<file path="config.mk">
export PLATFORM = sky130hd
export DESIGN_NAME = pfcs_top
export DESIGN_NICKNAME = d
export VERILOG_FILES = /design/src/pfcs_pkg.sv /design/src/pfcs_flash_store.sv /design/src/pfcs_top.sv
export VERILOG_INCLUDE_DIRS = /design/src /design/src/src
export SDC_FILE = /design/constraint.sdc
export NUM_CORES = 1
export LEC_CHECK = 0
export BUFFER_PORTS_ARGS = -buffer_cell sky130_fd_sc_hd__buf_2
export CORE_UTILIZATION = 40
export DETAILED_ROUTE_END_ITERATION = 8
export GPL_TIMING_DRIVEN = 0
export HOLD_SLACK_MARGIN = 0.15
export PLACE_DENSITY = 0.56
export REMOVE_ABC_BUFFERS = 1
export SYNTH_ARGS = -nofsm -noshare
export SYNTH_HDL_FRONTEND = slang
export SYNTH_SLANG_ARGS = --single-unit
</file>
<file path="constraint.sdc">
create_clock -name clk_i -period 2.85 [get_ports clk_i]
set_clock_uncertainty 0.05 [all_clocks]
set_input_delay 0.1425 -clock clk_i [delete_from_list [all_inputs] [get_ports clk_i]]
set_output_delay 0.1425 -clock clk_i [all_outputs]
set_load 0.005 [all_outputs]
</file>
<file path="src/pfcs_cfg.svh">
// constants for the pin function configuration store
`ifndef PFCS_CFG_SVH
`define PFCS_CFG_SVH

`define PFCS_CMD_MULTI_PIN_CFG 8'hF9
`define PFCS_CMD_STORE_DEFAULT 8'h11
`define PFCS_CMD_STORE_USER 8'h15

`define PFCS_BIT_REMOTE_SRC 0
`define PFCS_BIT_RESERVED 1
`define PFCS_BIT_PG_EN 2
`define PFCS_BIT_EXT_REF 3
`define PFCS_BIT_TRACK 4
`define PFCS_BIT_PG_HIGHZ 5
`define PFCS_BIT_MODE_LO 6
`define PFCS_BIT_MODE_HI 7

`define PFCS_CFG_DEF_STANDALONE 8'h04
`define PFCS_CFG_DEF_LOADSHARE 8'h86
`define PFCS_OTHER_DEF 8'h00

`define PFCS_SET_WORDS 4
`define PFCS_IDX_W 2
`define PFCS_IDX_LAST 2'h3
`define PFCS_IDX_CFG 2'h0

`define PFCS_STORE_WAIT_MS 5
`define PFCS_CLK_HZ 20000000

`endif

</file>
<file path="src/pfcs_pkg.sv">
// types of the pin function configuration store
package pfcs_pkg;
    typedef enum logic [1:0] {
        PFCS_ST_STRAP,
        PFCS_ST_LOAD,
        PFCS_ST_IDLE,
        PFCS_ST_STORE
    } pfcs_state_t;

    typedef logic [7:0] pfcs_byte_t;
endpackage

</file>
<file path="src/pfcs_flash_store.sv">
// non-volatile settings sets: factory default and user area
`timescale 1ns/1ps
`include "pfcs_cfg.svh"
module pfcs_flash_store (
    input wire logic clk_i,
    input wire logic erase_n_i,
    input wire logic ce_i,
    input wire logic loadshare_i,
    input wire logic rd_user_i,
    input wire logic [`PFCS_IDX_W-1:0] rd_idx_i,
    output logic [7:0] rd_data_o,
    input wire logic wr_en_i,
    input wire logic [`PFCS_IDX_W-1:0] wr_idx_i,
    input wire logic [7:0] wr_data_i,
    input wire logic commit_i,
    output logic user_valid_o
);
    logic [7:0] user_mem_r [`PFCS_SET_WORDS];
    logic user_valid_r;

    // factory set, fixed, no write path
    function automatic logic [7:0] default_word(input logic [`PFCS_IDX_W-1:0] idx,
                                                input logic ls);
        if (idx == `PFCS_IDX_CFG) begin
            default_word = ls ? `PFCS_CFG_DEF_LOADSHARE : `PFCS_CFG_DEF_STANDALONE;
        end else begin
            default_word = `PFCS_OTHER_DEF;
        end
    endfunction

    always_ff @(posedge clk_i) begin
        if (ce_i && wr_en_i) begin
            user_mem_r[wr_idx_i] <= wr_data_i;
        end
    end

    // user area empty until a store completes
    always_ff @(posedge clk_i or negedge erase_n_i) begin
        if (!erase_n_i) begin
            user_valid_r <= 1'b0;
        end else if (ce_i && commit_i) begin
            user_valid_r <= 1'b1;
        end
    end

    assign rd_data_o = rd_user_i ? user_mem_r[rd_idx_i] : default_word(rd_idx_i, loadshare_i);
    assign user_valid_o = user_valid_r;
endmodule

</file>
<file path="src/pfcs_top.sv">
// pin function configuration decoder and settings loader
// Notes on behaviour
// - bit 0 picks pin or bus on/off
// - pin pulled opposite its active level when bit 0 picks pin
// - bit 2 enables good output, bit 5 drive
// - variant fixes bits 7 and 1
// - factory word 0x04 or 0x86 by variant
// - host writes new word, functions follow
// - two sets, user set wins
// - boot loads default if user empty
// - store copies RAM to user area
// - store default command refused
// - word reached as command 0xF9
// - send byte acted on only with PEC
`timescale 1ns/1ps
`include "pfcs_cfg.svh"
module pfcs_top (
    input wire logic clk_i,
    input wire logic rst_n_i,
    input wire logic ce_i,
    input wire logic flash_erase_n_i,
    input wire logic droop_load_share_variant_i,
    input wire logic cmd_valid_i,
    input wire logic cmd_write_i,
    input wire logic cmd_send_byte_i,
    input wire logic cmd_pec_ok_i,
    input wire logic [7:0] cmd_code_i,
    input wire logic [7:0] cmd_data_i,
    output logic cmd_ready_o,
    output logic rsp_valid_o,
    output logic rsp_refused_o,
    output logic [7:0] rsp_data_o,
    input wire logic bus_on_i,
    input wire logic remote_pin_i,
    input wire logic remote_active_high_i,
    input wire logic power_good_i,
    output logic unit_on_o,
    output logic secondary_remote_on_off_source_o,
    output logic remote_pull_up_en_o,
    output logic remote_pull_down_en_o,
    output logic output_good_indicator_o,
    output logic output_good_indicator_oe_o,
    output logic [7:0] multi_pin_function_config_o,
    output logic boot_done_o,
    output logic user_set_loaded_o
);
    pfcs_pkg::pfcs_state_t state_r;
    logic [`PFCS_IDX_W-1:0] idx_r;
    logic [7:0] ram_r [`PFCS_SET_WORDS];
    logic loadshare_r;
    logic user_loaded_r;
    logic [7:0] flash_rd;
    logic user_valid;
    logic take;
    logic is_cfg_wr;
    logic is_cfg_rd;
    logic is_store_user;
    logic is_store_def;
    logic wr_ok;
    logic [7:0] cfg;

    // listed codes only: no tracking/ext ref, mode and reserved follow variant
    function automatic logic cfg_code_ok(input logic [7:0] c, input logic ls);
        logic mode_ok;
        mode_ok = ls ? (c[`PFCS_BIT_MODE_HI] && !c[`PFCS_BIT_MODE_LO] && c[`PFCS_BIT_RESERVED])
                     : (!c[`PFCS_BIT_MODE_HI] && !c[`PFCS_BIT_MODE_LO]
                        && !c[`PFCS_BIT_RESERVED]);
        cfg_code_ok = mode_ok && !c[`PFCS_BIT_TRACK] && !c[`PFCS_BIT_EXT_REF]
                      && !(c[`PFCS_BIT_PG_HIGHZ] && !c[`PFCS_BIT_PG_EN]);
    endfunction

    assign cfg = ram_r[`PFCS_IDX_CFG];
    assign cmd_ready_o = (state_r == pfcs_pkg::PFCS_ST_IDLE);
    assign take = ce_i && cmd_valid_i && cmd_ready_o;
    assign is_cfg_wr = cmd_write_i && !cmd_send_byte_i
                       && (cmd_code_i == `PFCS_CMD_MULTI_PIN_CFG);
    assign is_cfg_rd = !cmd_write_i && !cmd_send_byte_i
                       && (cmd_code_i == `PFCS_CMD_MULTI_PIN_CFG);
    assign is_store_user = cmd_send_byte_i && cmd_pec_ok_i
                           && (cmd_code_i == `PFCS_CMD_STORE_USER);
    assign is_store_def = cmd_send_byte_i && (cmd_code_i == `PFCS_CMD_STORE_DEFAULT);
    assign wr_ok = is_cfg_wr && cfg_code_ok(cmd_data_i, loadshare_r);

    pfcs_flash_store u_flash (
        .clk_i(clk_i),
        .erase_n_i(flash_erase_n_i),
        .ce_i(ce_i),
        .loadshare_i(loadshare_r),
        .rd_user_i(user_valid),
        .rd_idx_i(idx_r),
        .rd_data_o(flash_rd),
        .wr_en_i(state_r == pfcs_pkg::PFCS_ST_STORE),
        .wr_idx_i(idx_r),
        .wr_data_i(ram_r[idx_r]),
        .commit_i((state_r == pfcs_pkg::PFCS_ST_STORE) && (idx_r == `PFCS_IDX_LAST)),
        .user_valid_o(user_valid)
    );

    // sequencer: strap, boot load, idle, store
    always_ff @(posedge clk_i or negedge rst_n_i) begin
        if (!rst_n_i) begin
            state_r <= pfcs_pkg::PFCS_ST_STRAP;
            idx_r <= '0;
        end else if (ce_i) begin
            unique case (state_r)
                pfcs_pkg::PFCS_ST_STRAP: begin
                    state_r <= pfcs_pkg::PFCS_ST_LOAD;
                    idx_r <= '0;
                end
                pfcs_pkg::PFCS_ST_LOAD: begin
                    idx_r <= idx_r + 1'b1;
                    if (idx_r == `PFCS_IDX_LAST) begin
                        state_r <= pfcs_pkg::PFCS_ST_IDLE;
                    end
                end
                pfcs_pkg::PFCS_ST_IDLE: begin
                    idx_r <= '0;
                    if (take && is_store_user) begin
                        state_r <= pfcs_pkg::PFCS_ST_STORE;
                    end
                end
                pfcs_pkg::PFCS_ST_STORE: begin
                    idx_r <= idx_r + 1'b1;
                    if (idx_r == `PFCS_IDX_LAST) begin
                        state_r <= pfcs_pkg::PFCS_ST_IDLE;
                    end
                end
            endcase
        end
    end

    // variant strap caught after reset release
    always_ff @(posedge clk_i or negedge rst_n_i) begin
        if (!rst_n_i) begin
            loadshare_r <= 1'b0;
        end else if (ce_i && state_r == pfcs_pkg::PFCS_ST_STRAP) begin
            loadshare_r <= droop_load_share_variant_i;
        end
    end

    // which set was loaded at boot
    always_ff @(posedge clk_i or negedge rst_n_i) begin
        if (!rst_n_i) begin
            user_loaded_r <= 1'b0;
        end else if (ce_i && state_r == pfcs_pkg::PFCS_ST_STRAP) begin
            user_loaded_r <= user_valid;
        end
    end

    // working RAM: filled at boot, config word host-writable
    always_ff @(posedge clk_i or negedge rst_n_i) begin
        if (!rst_n_i) begin
            for (int i = 0; i < `PFCS_SET_WORDS; i++) begin
                ram_r[i] <= 8'h00;
            end
        end else if (ce_i) begin
            if (state_r == pfcs_pkg::PFCS_ST_LOAD) begin
                ram_r[idx_r] <= flash_rd;
            end else if (take && wr_ok) begin
                ram_r[`PFCS_IDX_CFG] <= cmd_data_i;
            end
        end
    end

    // answer one cycle after a request is taken
    always_ff @(posedge clk_i or negedge rst_n_i) begin
        if (!rst_n_i) begin
            rsp_valid_o <= 1'b0;
            rsp_refused_o <= 1'b0;
            rsp_data_o <= 8'h00;
        end else if (ce_i) begin
            rsp_valid_o <= take;
            if (take) begin
                rsp_refused_o <= !(wr_ok || is_cfg_rd || is_store_user);
                rsp_data_o <= is_cfg_rd ? cfg : 8'h00;
            end
        end
    end

    // functions selected by the live config word
    always_comb begin
        unit_on_o = cfg[`PFCS_BIT_REMOTE_SRC]
                    ? (remote_pin_i == remote_active_high_i) : bus_on_i;
        secondary_remote_on_off_source_o = cfg[`PFCS_BIT_REMOTE_SRC];
        remote_pull_up_en_o = cfg[`PFCS_BIT_REMOTE_SRC] && !remote_active_high_i;
        remote_pull_down_en_o = cfg[`PFCS_BIT_REMOTE_SRC] && remote_active_high_i;
        // active low indicator; high-z mode releases when good
        if (!cfg[`PFCS_BIT_PG_EN]) begin
            output_good_indicator_o = 1'b1;
            output_good_indicator_oe_o = 1'b0;
        end else if (cfg[`PFCS_BIT_PG_HIGHZ]) begin
            output_good_indicator_o = 1'b1;
            output_good_indicator_oe_o = !power_good_i;
        end else begin
            output_good_indicator_o = !power_good_i;
            output_good_indicator_oe_o = 1'b1;
        end
    end

    assign multi_pin_function_config_o = cfg;
    assign boot_done_o = (state_r == pfcs_pkg::PFCS_ST_IDLE)
                         || (state_r == pfcs_pkg::PFCS_ST_STORE);
    assign user_set_loaded_o = user_loaded_r;
endmodule

</file>
# Yosys cells after proc, flatten, opt, wreduce, memory -nomap -nowiden
# Memories as Yosys holds them, arrays and structs flattened.
# Cells that the tools add are included.
# word_totals
register_bits	49
ram_bits	32
out_inout_bits	27
n_memories	1
# memory_table
memory	depth	width	read_ports	rd_ports_with_merged_regs	wr	line_no	source
u_flash.user_mem_r	4	8	1	0	1	pfcs_flash_store.sv:18	logic [7:0] user_mem_r [`PFCS_SET_WORDS];
# classes
add_sub_neg	1
magnitude_cmp	2
n_eq_ne	9
mux	24
bitwise_logic	1
reduce_logical	50
# op_table
cell	count
8-bit two-way mux	9
32-bit bitwise mux	1
1-bit logical AND	26
8-bit binary-select mux with 2-bit select	1
8-bit demux with 2-bit select	1
1-bit logical NOT	12
8-bit by 5-bit equality test with 1-bit output (second input constant)	1
8-bit equality test (second input constant)	1
1-bit two-way mux	8
2-bit equality test (second input constant)	3
2-bit case mux with 3 select lines	1
2-bit AND reduction	3
2-bit logical NOT	2
2-bit two-way mux	2
2-bit by 1-bit != test with 1-bit output (second input constant)	2
2-bit case mux with 2 select lines	1
2-bit OR reduction	2
3-bit >= comparator (second input constant)	1
1-bit logical OR	3
3-bit by 1-bit less-than comparator with 1-bit output (second input constant)	1
2-bit NOT with 3-bit output	1
3-bit AND reduction	1
2-bit by 1-bit adder with 2-bit output (second input constant)	1
2-bit by 1-bit equality test with 1-bit output (second input constant)	1
other kinds (2)	2

# Longest topological paths before layout
# logic_depth
ltp_word	11
mapped_depth	9
mapped_depth_nobuf	6

# Hierarchy
# Synthesis repeated with hierarchy kept, for this count alone.
# hier_totals
cells_unflattened	266
area_unflattened_um2	3857.4
# modules_own_cells
mod	n_inst	cells_per_inst	area_each_um2	seq_area_each_um2
pfcs_top	1	195	2507.4	1201.2
pfcs_flash_store	1	71	1350.0	985.9

# Least setup slack after synthesis
# No wires, ideal clock.
# synth_path
kind	register to register
startpoint	reg idx_r[1]
endpoint	reg ram_r (netlist bit multi_pin_function_config_o[0])
arrival_time_ns	2.099
t_required_ns	2.675
slack_ns	0.576
stages_incl_launch_ff	9
path_buffers	3
period_less_slack_ns	2.274
cell_sequence	dfrtp_1 > clkbuf_1 > buf_1 > inv_1 > ha_1 > and4b_1 > clkbuf_1 > a22o_1 > mux2_2
# synth_between
elab_chain_cells	7
# synth_lines
element	line_no	source
start, declared	pfcs_top.sv:48	logic [`PFCS_IDX_W-1:0] idx_r;
start signal, assigned	pfcs_top.sv:111	idx_r <= idx_r + 1'b1;
start signal, assigned	pfcs_top.sv:123	idx_r <= idx_r + 1'b1;
2-bit NOT with 3-bit output (not written as such)	pfcs_top.sv:158	ram_r[idx_r] <= flash_rd;
3-bit >= comparator (not written as such) or 3-bit by 1-bit less-than comparator with 1-bit output (tied branches)	pfcs_top.sv:158	
1-bit logical AND (not written as such)	pfcs_top.sv:158	
8-bit two-way mux (not written as such)	pfcs_top.sv:158	
8-bit demux with 2-bit select	pfcs_top.sv:158	
32-bit bitwise mux *	pfcs_top.sv:158	
8-bit two-way mux *	pfcs_top.sv:157	if (state_r == pfcs_pkg::PFCS_ST_LOAD) begin
end signal, assigned by index	pfcs_top.sv:158	
end signal, assigned by index	pfcs_top.sv:160	ram_r[`PFCS_IDX_CFG] <= cmd_data_i;
end, declared	pfcs_top.sv:49	logic [7:0] ram_r [`PFCS_SET_WORDS];
# Mark *: on every way between the ends. The rest lies on a longest branch, timed or not.
# A chain may end at the register's enable or synchronous reset.

# Worst setup path after layout
# layout_path
startpoint	reg state_r[0]
endpoint	reg ram_r (netlist bit multi_pin_function_config_o[4])
# layout_between
elab_chain_cells	5
# layout_lines
element	line_no	source
start, declared	pfcs_top.sv:47	pfcs_pkg::pfcs_state_t state_r;
start signal, assigned	pfcs_top.sv:102	state_r <= pfcs_pkg::PFCS_ST_STRAP;
start signal, assigned	pfcs_top.sv:107	state_r <= pfcs_pkg::PFCS_ST_LOAD;
start signal, assigned	pfcs_top.sv:113	state_r <= pfcs_pkg::PFCS_ST_IDLE;
2-bit equality test	pfcs_top.sv:73	assign cmd_ready_o = (state_r == pfcs_pkg::PFCS_ST_IDLE);
1-bit logical AND	pfcs_top.sv:74	assign take = ce_i && cmd_valid_i && cmd_ready_o;
1-bit logical AND	pfcs_top.sv:159	end else if (take && wr_ok) begin
2-bit nonzero test (no source line)	n/a	
2-bit AND reduction (no source line)	n/a	
# Parallel ways exist; a longest one is shown, timed or not.

==> summary.txt <==
Unrepaired setup endpoints after global routing - no
DR WL met2 - 3780 um
Die ar. - 0.00941 mm2
Worst-path clk slew - 0.08 ns
Top layer in use - met4
Global route overflow - 0
Cell Pwr Density - 992 mW/mm2
Die height - 97.0 um
Fmax achieved - 389 MHz
Initial Util - 41.4%
Distinct cells, synth - 45
Post-CTS setup buffers - 0
Tcrit/Tclk final - 90.2%
Pin count of the biggest net entering global routing - 49
CTS root buf - clkbuf_8
Cell Area, Synth - 0.00361 mm2
Vias in the first global route - 2,370
# IOs - 56
Final Slew Violations - 0
Vias per cell - 5.33
Metal1 wirelength - 3660 um
Setup-failing EPs final - 0
Seq/Total Area, Yosys - 60.6%
Initial DRT Pass Iterations - 4
Total global-route track usage - 18.4%
Least-Margin Pin Slew - 1.10 ns
RePlAce Congestion - 0.738
Clock Sinks - 81
Post-route DRC - 0
WS Path Type - flop to flop
TritonCTS clock tree - yes
Buffers on Ports - 55
Chip width - 97.0 um
Final hold violations - 0
Total power - 4.19 mW
Routed Antenna Nets - 0
Core Util, Final - 48.5%
Initial DRC count - 91
Gate Count Post-Synth - 269
Fraction of layout cells with a size suffix above 1 - 30.7%
# Max-Cap Violations - 0
Worst reg-to-reg setup slack - 0.28 ns
Maximum vdd drop - 0.311 mV
Leak Pwr - 1.80 nW
Clock Tree Buf Depth - 2
Hold/Removal Path Class - input pin to flop
Layout Nets - 354
Worst Path Required - 3.04 ns
Area growth syn-to-layout - 17.2%
Cell Rows - 34
Final min period - 2.57 ns
Status - finished clean
Placed insts - 408
DR WL met3 - 278 um
Antenna violations before repair - 0
Total CTS buffers - 9
Dpl hpwl - 5290 um
Data arrival, critical path - 2.76 ns
Skew-Pair Late Insertion Delay - 0.35 ns
Flops & latches, synth - 81
Syn Area/Cell - 13.4 um2
H-tree levels - 3
Synth warn - 0
Detailed Route WL - 7900 um
CORE AREA - 0.00872 mm2
Total negative slack - 0 ns
Most common cell after layout, fill and taps aside - buf_2
Crit Path Max Fanout - 14
Routed length per instance - 18.2 um
# diodes - 0
Commonest non-fill, non-tap cells in the layout - buf_2 (55), dfrtp_1 (48), nand2_1 (40), edfxtp_1 (32), o21ai_0 (31)
CP endpoint kind - flop
Final std cells w/o fill - 434
First-pass GRT wire length - 12,900 um
Max transition margin - 26.7%
CP startpoint kind - flop
Via count - 2,314
-- state kept, by name, summed over array words and instances, names as in the netlist --
register / flops
loadshare_r: 1
rsp_valid_o: 1
ram_r: 24
u_flash.user_mem_r: 32
user_set_loaded_o: 1
rsp_data_o: 8
multi_pin_function_config_o: 8
state_r: 2
idx_r: 2
u_flash.user_valid_o: 1
rsp_refused_o: 1
-- Yosys cell counts (all sizes together) --
master   instances  area, um2
dfrtp           49       1230
nand2           40        150
edfxtp          32        961
o21ai           31        155
mux4            16        360
a22o            12        105
buf             12       81.3
clkbuf          12       45.0
mux2            11        124
inv              6       22.5
ha               4       50.1
nand3            4       20.0
nor2             4       15.0
a21oi            3       15.0
nor2b            3       18.8
mux2i            2       20.0
nand3b           2       15.0
nand4b           2       23.8
nor3             2       10.0
a2111oi          1       8.76
a21boi           1       7.51
a31o             1       8.76
a31oi            1       6.26
and2             1       6.26
and3             1       6.26
and3b            1       8.76
and4             1       8.76
and4b            1       10.0
nand2b           1       6.26
nand4            1       6.26
nor3b            1       7.51
nor4b            1       8.76
o221ai           1       8.76
o22ai            1       20.0
o31ai            1       7.51
o41ai            1       8.76
or2              1       6.26
or3b             1       8.76
or4              1       11.3
or4bb            1       11.3
xnor2            1       8.76
-- per-stage QoR --
step | hold slack, ns | setup slack [ns] | instance area (um2)
5_1_grt | 0.188 | 0.0627 | 4230
4_1_cts | 0.154 | 0.258 | 4230
6_report | 0.169 | 0.279 | 4230
3_3_place_gp | -0.128 | -0.0101 | 3890
2_1_floorplan | -0.203 | 0.596 | 3480
3_5_place_dp | -0.123 | 0.0337 | 3890
-- per-layer routing --
layer  global-route usage [%]  vias up
met1                     24.7     1132
met2                     29.6       64
met5                        0        -
met3                     2.53       13
met4                     8.96        0
li1                         -     1105
-- cell type report --
type	count	area [um2]
Multi-Input combinational cell	158	1270
Clock buffer	10	128
Fill cell	755	4490
Clock inverter	6	106
Inverter	6	22.5
Timing Repair Buffer	65	375
Tap cell	108	135
Sequential cell	81	2190
-- report_power, final --
| group | total [mW] | switching, mW | internal, mW | leakage [nW] |
|---|---|---|---|---|
| sequential | 2.06 | 0.358 | 1.70 | 0.911 |
| clock | 0.981 | 0.403 | 0.578 | 0.116 |
| combinational | 1.16 | 0.555 | 0.602 | 0.773 |
| total | 4.19 | 1.32 | 2.88 | 1.80 |
-- final timing paths --
check	to	cells after the start	startpoint
setup / recovery	multi_pin_function_config_o[4]	4	state_r[0]
max in group asynchronous	idx_r[0]	2	rst_n_i
hold / removal	multi_pin_function_config_o[1]	4	cmd_data_i[7]
hold reg to reg	ram_r[21]	2	ram_r[21]
min in group asynchronous	rsp_data_o[6]	2	rst_n_i
setup reg to reg	multi_pin_function_config_o[4]	4	state_r[0]
-- critical path, stage by stage (launching register included) --
cell,delay (ns)
dfrtp_1,0.54
nand4b_2,0.50
or4_4,0.67
o22ai_4,0.32
mux2_2,0.38
-- cell families (layout without fill, tap and decap cells) --
| logic type | count (synthesis) | count (layout) | synth area share, % |
|---|---|---|---|
| AND/OR/NAND/NOR | 70 | 70 | 9.95 |
| XOR/XNOR | 1 | 1 | 0.243 |
| AO/OA/AOI/OAI | 54 | 54 | 9.74 |
| multiplexers | 29 | 29 | 14.0 |
| buffers and inverters | 30 | 87 | 4.12 |
| adder cells (fa/ha/maj) | 4 | 4 | 1.39 |
| flip-flops | 81 | 81 | 60.6 |
-- what timing repair did --
| action | 4_1_cts | 5_1_grt |
|---|---|---|
| endpoints found under the setup margin | 3 | 0 |
| hold buffers | 10 | 0 |
| hold endpoints to repair | 58 | 0 |
| gates resized for setup | 1 | 0 |
No activity file was read; power rests on OpenSTA's default activity.
